==> src/hw/utx_pkg.sv <==
package utx_pkg;

	localparam int DATA_W      = 8;
	localparam int ADDR_W      = 5;
	localparam int UPPER_LO    = 5;
	localparam int UPPER_W     = 3;
	localparam int SYNC_STAGES = 2;
	localparam logic [ADDR_W-1:0] ADDR_ZERO = 5'h00;
	localparam logic [ADDR_W-1:0] ADDR_LAST = 5'h1f;

	// link timing: one-clock strobe, answer one link clock after address
	localparam int CLAV_LAG_EDGES = 1;

	typedef struct packed {
		logic [UPPER_W-1:0] data_hi;
		logic [ADDR_W-1:0]  addr;
		logic               addr_oe;
		logic               data_oe;
	} utx_tx_pins_t;

	typedef struct packed {
		logic [ADDR_W-1:0] addr;
		logic              space;
		logic              valid;
	} utx_poll_t;

	typedef enum logic [3:0] {
		ST_IDLE   = 4'b0001,
		ST_POLL   = 4'b0010,
		ST_SELECT = 4'b0100,
		ST_SEND   = 4'b1000
	} utx_state_t;

endpackage

==> src/hw/utx_port.sv <==
module utx_port (
	input  wire logic                          mclk,            // system clock 250 mhz
	input  wire logic                          rst,             // async reset, high
	input  wire logic                          mode_cell,       // 1 = cell mode, 0 = mii
	input  wire logic                          multi_phy,       // 1 = multi-phy polling
	input  wire logic                          cell_tx_clock,   // link transmit clock pin
	input  wire logic                          cell_rx_clock,   // receive / mii clock pin
	input  wire logic [utx_pkg::DATA_W-1:0]    cell_tx_byte,    // byte to send
	input  wire logic                          cell_go,         // request to select a phy
	input  wire logic [utx_pkg::ADDR_W-1:0]    cell_target,     // phy wanted for next cell
	input  wire logic                          cell_done,       // cell finished, deselect
	input  wire logic                          tx_cell_space_flag, // shared clav pin
	input  wire logic [utx_pkg::DATA_W-1:0]    rx_pin_bus,      // raw receive inputs
	output utx_pkg::utx_tx_pins_t              tx_pins,         // upper data and address
	output logic                               tx_enable_strobe,// active-high select strobe
	output utx_pkg::utx_poll_t                 poll_result,     // latest clav sample
	output logic [utx_pkg::DATA_W-1:0]         rx_sampled,      // inputs at rx rising edge
	output logic                               rx_sample_pulse  // one mclk per rx edge
);

	// =====================================================
	// link clock synchronisers and edge detection
	logic [utx_pkg::SYNC_STAGES-1:0] txc_sync;
	logic [utx_pkg::SYNC_STAGES-1:0] rxc_sync;
	logic [utx_pkg::SYNC_STAGES-1:0] clav_sync;
	logic                            txc_prev;
	logic                            rxc_prev;
	logic                            tx_rise;
	logic                            rx_rise;

	always_ff @(posedge mclk or posedge rst) begin
		if (rst) begin
			txc_sync  <= '0;
			rxc_sync  <= '0;
			clav_sync <= '0;
			txc_prev  <= 1'b0;
			rxc_prev  <= 1'b0;
		end else begin
			txc_sync  <= {txc_sync[0], cell_tx_clock};
			rxc_sync  <= {rxc_sync[0], cell_rx_clock};
			clav_sync <= {clav_sync[0], tx_cell_space_flag};
			txc_prev  <= txc_sync[1];
			rxc_prev  <= rxc_sync[1];
		end
	end

	assign tx_rise = txc_sync[1] & ~txc_prev;
	assign rx_rise = rxc_sync[1] & ~rxc_prev;

	// =====================================================
	// receive sampling; raw bus passes two flops, read only at rx edges
	// no address filter here: frames go up unfiltered
	logic [utx_pkg::DATA_W-1:0] rx_s1;
	logic [utx_pkg::DATA_W-1:0] rx_s2;

	always_ff @(posedge mclk or posedge rst) begin
		if (rst) begin
			rx_s1           <= '0;
			rx_s2           <= '0;
			rx_sampled      <= '0;
			rx_sample_pulse <= 1'b0;
		end else begin
			rx_s1           <= rx_pin_bus;
			rx_s2           <= rx_s1;
			rx_sample_pulse <= rx_rise;
			if (rx_rise) begin
				rx_sampled <= rx_s2;
			end
		end
	end

	// =====================================================
	// transmit sequencer: walk poll addresses, select, send
	utx_pkg::utx_state_t         state;
	logic [utx_pkg::ADDR_W-1:0]  poll_addr;
	logic [utx_pkg::ADDR_W-1:0]  next_addr;
	logic                        next_strobe;

	always_comb begin
		next_addr   = poll_addr;
		next_strobe = 1'b0;
		case (state)
			utx_pkg::ST_SELECT: begin
				next_addr   = cell_target;
				// no strobe with the address pins released: a floating bus picks any phy
				next_strobe = mode_cell && multi_phy;
			end
			default: begin
				next_addr = poll_addr;
			end
		endcase
	end

	always_ff @(posedge mclk or posedge rst) begin
		if (rst) begin
			state     <= utx_pkg::ST_IDLE;
			poll_addr <= utx_pkg::ADDR_ZERO;
		end else if (tx_rise) begin
			case (state)
				utx_pkg::ST_IDLE: begin
					if (mode_cell && multi_phy) begin
						state <= utx_pkg::ST_POLL;
					end
				end
				utx_pkg::ST_POLL: begin
					if (!(mode_cell && multi_phy)) begin
						state <= utx_pkg::ST_IDLE;
					end else if (cell_go) begin
						state <= utx_pkg::ST_SELECT;
					end else begin
						// wraps after the last address, so every phy is polled in turn
						poll_addr <= poll_addr + 5'h01;
					end
				end
				utx_pkg::ST_SELECT: begin
					state <= utx_pkg::ST_SEND; // one link clock of strobe
				end
				utx_pkg::ST_SEND: begin
					if (cell_done) begin
						state <= utx_pkg::ST_POLL;
					end
				end
				default: begin
					state <= utx_pkg::ST_IDLE;
				end
			endcase
		end
	end

	// outputs change only at transmit clock rising edges
	always_ff @(posedge mclk or posedge rst) begin
		if (rst) begin
			tx_pins          <= '0;
			tx_enable_strobe <= 1'b0;
		end else if (tx_rise) begin
			tx_pins.data_hi  <= cell_tx_byte[utx_pkg::UPPER_LO +: utx_pkg::UPPER_W];
			tx_pins.data_oe  <= mode_cell;
			tx_pins.addr     <= next_addr;
			tx_pins.addr_oe  <= mode_cell && multi_phy;
			tx_enable_strobe <= next_strobe;
		end
	end

	// =====================================================
	// clav capture: sample at link edge belongs to previous address
	always_ff @(posedge mclk or posedge rst) begin
		if (rst) begin
			poll_result <= '0;
		end else if (tx_rise) begin
			poll_result.addr  <= tx_pins.addr;
			poll_result.space <= clav_sync[1];
			poll_result.valid <= tx_pins.addr_oe;
		end
	end

	// =====================================================
	// checks
	a_upper_data: assert property (@(posedge mclk) disable iff (rst)
		tx_rise |=> tx_pins.data_hi == $past(cell_tx_byte[utx_pkg::UPPER_LO +: utx_pkg::UPPER_W]))
		else $error("upper data bits not the top of the byte");
	a_data_oe_mode: assert property (@(posedge mclk) disable iff (rst)
		tx_rise |=> tx_pins.data_oe == $past(mode_cell))
		else $error("data enable wrong for mode");
	a_addr_stable: assert property (@(posedge mclk) disable iff (rst)
		!tx_rise |=> $stable(tx_pins.addr))
		else $error("address moved off transmit edge");
	a_strobe_off_edge: assert property (@(posedge mclk) disable iff (rst)
		!tx_rise |=> $stable(tx_enable_strobe))
		else $error("strobe moved off transmit edge");
	a_strobe_one: assert property (@(posedge mclk) disable iff (rst)
		$rose(tx_enable_strobe) |-> state == utx_pkg::ST_SEND)
		else $error("strobe without select");
	a_strobe_width: assert property (@(posedge mclk) disable iff (rst)
		tx_rise && tx_enable_strobe |=> !tx_enable_strobe)
		else $error("strobe longer than one link clock");
	a_strobe_addr: assert property (@(posedge mclk) disable iff (rst)
		tx_enable_strobe |-> tx_pins.addr_oe)
		else $error("strobe with address pins released");
	a_addr_oe_mode: assert property (@(posedge mclk) disable iff (rst)
		tx_rise |=> tx_pins.addr_oe == $past(mode_cell && multi_phy))
		else $error("address enable wrong for mode");
	a_poll_walk: assert property (@(posedge mclk) disable iff (rst)
		tx_rise && state == utx_pkg::ST_POLL && mode_cell && multi_phy && !cell_go |=>
			poll_addr == $past(poll_addr) + 5'h01)
		else $error("poll address did not step");
	a_clav_tag: assert property (@(posedge mclk) disable iff (rst)
		tx_rise |=> poll_result.addr == $past(tx_pins.addr))
		else $error("clav sample tied to wrong address");
	a_clav_valid: assert property (@(posedge mclk) disable iff (rst)
		tx_rise |=> poll_result.valid == $past(tx_pins.addr_oe))
		else $error("clav sample valid without polled address");
	a_clav_value: assert property (@(posedge mclk) disable iff (rst)
		tx_rise |=> poll_result.space == $past(clav_sync[1]))
		else $error("clav sample value wrong");
	a_rx_sample: assert property (@(posedge mclk) disable iff (rst)
		rx_rise |=> rx_sample_pulse && rx_sampled == $past(rx_s2))
		else $error("receive inputs not sampled at edge");
	a_rx_hold: assert property (@(posedge mclk) disable iff (rst)
		!rx_rise |=> $stable(rx_sampled))
		else $error("receive sample moved off receive edge");
	a_pulse_one: assert property (@(posedge mclk) disable iff (rst)
		rx_sample_pulse |=> !rx_sample_pulse)
		else $error("receive pulse wider than one clock");

	// =====================================================
	// cover points
	c_select: cover property (@(posedge mclk) disable iff (rst) $rose(tx_enable_strobe));
	c_clav_hi: cover property (@(posedge mclk) disable iff (rst)
		poll_result.valid && poll_result.space);
	c_wrap: cover property (@(posedge mclk) disable iff (rst) tx_pins.addr == utx_pkg::ADDR_LAST);
	c_rx: cover property (@(posedge mclk) disable iff (rst) rx_sample_pulse);
	c_single: cover property (@(posedge mclk) disable iff (rst)
		tx_pins.data_oe && !tx_pins.addr_oe);

endmodule

==> config.mk <==
export PLATFORM = sky130hd
export DESIGN_NAME = utx_port
export DESIGN_NICKNAME = d
export VERILOG_FILES = /design/src/hw/utx_pkg.sv /design/src/hw/utx_port.sv
export SDC_FILE = /design/constraint.sdc
export NUM_CORES = 1
export LEC_CHECK = 0
export BUFFER_PORTS_ARGS = -buffer_cell sky130_fd_sc_hd__buf_4
export CORE_ASPECT_RATIO = 0.75
export CORE_UTILIZATION = 45
export CTS_BUF_LIST = sky130_fd_sc_hd__clkbuf_16
export DETAILED_ROUTE_END_ITERATION = 12
export MAX_ROUTING_LAYER = met4
export PLACE_DENSITY = 0.83
export RECOVER_POWER = 25
export SLEW_MARGIN = 30
export SYNTH_ARGS = -nofsm -noshare
export SYNTH_HDL_FRONTEND = slang
export SYNTH_SLANG_ARGS = --single-unit
==> constraint.sdc <==
create_clock -name mclk -period 1.8 [get_ports mclk]
set_input_delay 0.18 -clock mclk [delete_from_list [all_inputs] [get_ports mclk]]
set_output_delay 0.18 -clock mclk [all_outputs]
set_load 0.03 [all_outputs]
==> impl_results.md <==
- Status: finished clean
- Maximum clock frequency: 585 MHz
- PD cells: 1160 mW/mm^2
- Internal reg-to-reg setup slack: 0.09 ns
- Max-Cap Viols: 0
- Die Width: 81.8 um
- Clk buf depth: 2
- Root Buffer: clkbuf_16
- Placed Area: 0.00264 sq mm
- DR WL/cell: 14.7 um
- Clock Skews: 0.00457 ns
- Crit path max-delay family: simple AND/OR/NAND/NOR gates
- Worst flop-to-flop path startpoint: state[0]$_DFFE_PP1P_
- Quantity of gates resized following cts: 0
- Number of global-route vias before repair: 1491
- DR DRC count: 0
- Overflow left after global routing: 0
- Crit path launch type: flip-flop
- Critical path cell sequence: or4b_4 > nor3_4 > nand4_1 > xnor2_1
- CP startpoint: state[0]$_DFFE_PP1P_
- Synthesized Nets: 199
- Worst hold path class: primary input to flip-flop
- Clock slew at reported path FFs: 0.05 ns
- Post-Route Setup TNS: 0 ns
- Yosys warns: 0
- Fillers: 331
- Via count: 1517
- I/O pins: 57
- Mapped Area: 0.00215 sq mm
- Crit path required time: 2.03 ns
- Diode count: 0
- Worst VDD drop: 0.886 mV
- Commonest non-fill, non-tap cell in the layout: dfrtp_1
- Final #Nets: 277
- Crit Path Category: flip-flop to flip-flop
- Area growth syn-to-layout: 42.9%
- Worst path depth: 4
- Count of different cell masters after synthesis: 28
- Final Max Slew Viols: 0
- Max-slew headroom: 29.7%
- Placeable Area: 0.00452 sq mm
- CP Data Arrival Time: 1.94 ns
- Slew @ Worst Pin: 1.05 ns
- First-pass GRT wire length: 6.94 mm
- Clock Sinks: 60
- DPL Wire Length: 2.93 mm
- Port buffer count: 51
- Sequential area share after synthesis: 69.9%
- Peak fanout along the critical path: 5
- Layout cells sized above 1: 36.3%
- CTS tree: yes
- Static leakage: 0.00150 uW
- Core Rows: 21
- RSZ-0062 raised after global routing: no
- Reg2reg path depth: 4
- Synth Instances: 168
- Die Y: 61.9 um
- Final WL: 4.52 mm
- # setup viols final: 0
- Crit path buf inv count: 0
- Crit end category: flip-flop
- Vias per std cell: 4.93
- Number of routed nets with antenna violations: 0
- Antenna violations before repair: 0
- # H-tree levels: 3
- Initial core utilization: 47.6%
- Largest net degree at the start of global routing: 35
- Most frequent cells in the layout: dfrtp_1, buf_4, nand2_1
- CP endpoint: poll_addr[4]$_DFFE_PP0P_
- Synth Area per Inst: 12.8 sq um
- DIE AREA: 0.00506 sq mm
- FF-to-FF End: poll_addr[4]$_DFFE_PP0P_
- CTS buffer count: 9
- Initial DRC count: 91
- Final Cycle Share: 94.9%
- Max stage delay on crit path: 0.53 ns
- First-pass DRT Iterations: 4
- Routability cong.: 0.741
- Worst skew pair latency: 0.32 ns
- Min Tclk post-route: 1.71 ns
- Global Route Usage Sum: 20.7%
- Critical path's slowest cell: or4b_4
- Seq cells post-synth: 60
- Final number of hold-violating endpoints: 0
- Post-route cell area: 0.00307 sq mm
## flip-flops by register name, summed over array words and instances, names as in the netlist
name	count
rxc_sync	2
poll_result	7
rx_s1	8
tx_enable_strobe	1
state	4
txc_sync	2
rx_s2	8
rxc_prev	1
rx_sampled	8
poll_addr	5
txc_prev	1
tx_pins	10
rx_sample_pulse	1
clav_sync	2
## area by class of cell
type | count | area (sq um) | share of cell area, %
clock buffer | 9 | 225 | 7.33
clock inverter | 7 | 66.3 | 2.16
inverter | 2 | 7.51 | 0.244
multi-input combinational | 99 | 604 | 19.7
sequential | 60 | 1500 | 48.9
tap | 57 | 71.3 | 2.32
timing repair buffer | 74 | 594 | 19.3
## timing repair
action                                 in CTS  in global routing
endpoints found under the hold margin      36                  0
buffers inserted                            0                  3
hold buffers                               12                  0
setup endpoints to repair                   0                  2
## worst reg2reg max path, cell delays in order, from the launching register on
cell and delay [ns]:
dfstp_2 0.38, or4b_4 0.53, nor3_4 0.30, nand4_1 0.18, xnor2_1 0.23
## routing by layer
metal / vias to the layer above / routed length (um) / global-route usage, % / share of wire (%)
met3: 6 / 254 / 9.64 / 5.6
met2: 39 / 2350 / 34.1 / 52
met4: 0 / 48 / 7.27 / 1.1
met5: - / 0 / - / 0
li1: 714 / - / - / -
met1: 758 / 1870 / 22.2 / 41
## synthesized netlist by cell type, drive strengths merged
cell type / instances / area [sq um]
or2b: 1 / 7.51
buf: 2 / 16.3
nand2: 45 / 169
nor2b: 2 / 12.5
xnor2: 3 / 26.3
o41ai: 3 / 26.3
o22a: 1 / 8.76
nand3b: 1 / 7.51
inv: 2 / 7.51
nor2: 5 / 18.8
clkbuf: 5 / 18.8
dfstp: 1 / 26.3
mux2i: 5 / 50.1
xor2: 1 / 8.76
mux2: 9 / 101
o21ai: 8 / 40.0
a22oi: 1 / 7.51
dfrtp: 59 / 1480
ha: 1 / 12.5
or3b: 1 / 8.76
nand2b: 3 / 18.8
nor3: 2 / 26.3
a22o: 2 / 17.5
a21oi: 2 / 10.0
or4b: 1 / 13.8
nand4: 2 / 12.5
## worst min path at each step
| stage | startpoint | endpoint | cells after the start |
|---|---|---|---|
| after floorplan | tx_cell_space_flag | clav_sync[0]$_DFF_PP0_ | 0 |
| after global placement | rst | tx_pins[9]$_DFFE_PP0N_ | 2 |
| after detailed placement | rst | tx_pins[9]$_DFFE_PP0N_ | 2 |
| after CTS | cell_tx_byte[5] | tx_pins[7]$_DFFE_PP0N_ | 3 |
| after global routing | cell_tx_byte[6] | tx_pins[8]$_DFFE_PP0N_ | 3 |
| final | cell_tx_byte[5] | tx_pins[7]$_DFFE_PP0N_ | 3 |
## kinds of logic after synthesis
kind of cell / share of synthesized area (%)
multiplexers: 7.04
AND/OR/NAND/NOR: 13.7
buffers and inverters: 1.98
flip-flops: 69.9
XOR/XNOR: 1.63
adder cells (fa/ha/maj): 0.582
AO/OA/AOI/OAI: 5.12
## power by group
group	internal [uW]	total, uW	switching, uW
combinational	195	442	247
clock	1060	1640	577
sequential	1450	1500	50.6
## stage by stage
stage          std cells  worst slack, ns  hold WS [ns]  total power [uW]  utilization [%]
2_1_floorplan        168           0.0944         0.211              1750                -
6_report             308           0.0915        0.0496              3580             68.0
3_5_place_dp         277           0.0867         0.280              1930             58.4
5_1_grt              308           0.0212        0.0474              3710             68.0
4_1_cts              305           0.0394        0.0438              3590             67.6
3_3_place_gp         277            0.125         0.275              1910             58.4
Note: power is estimated with default switching activity, not from simulation.
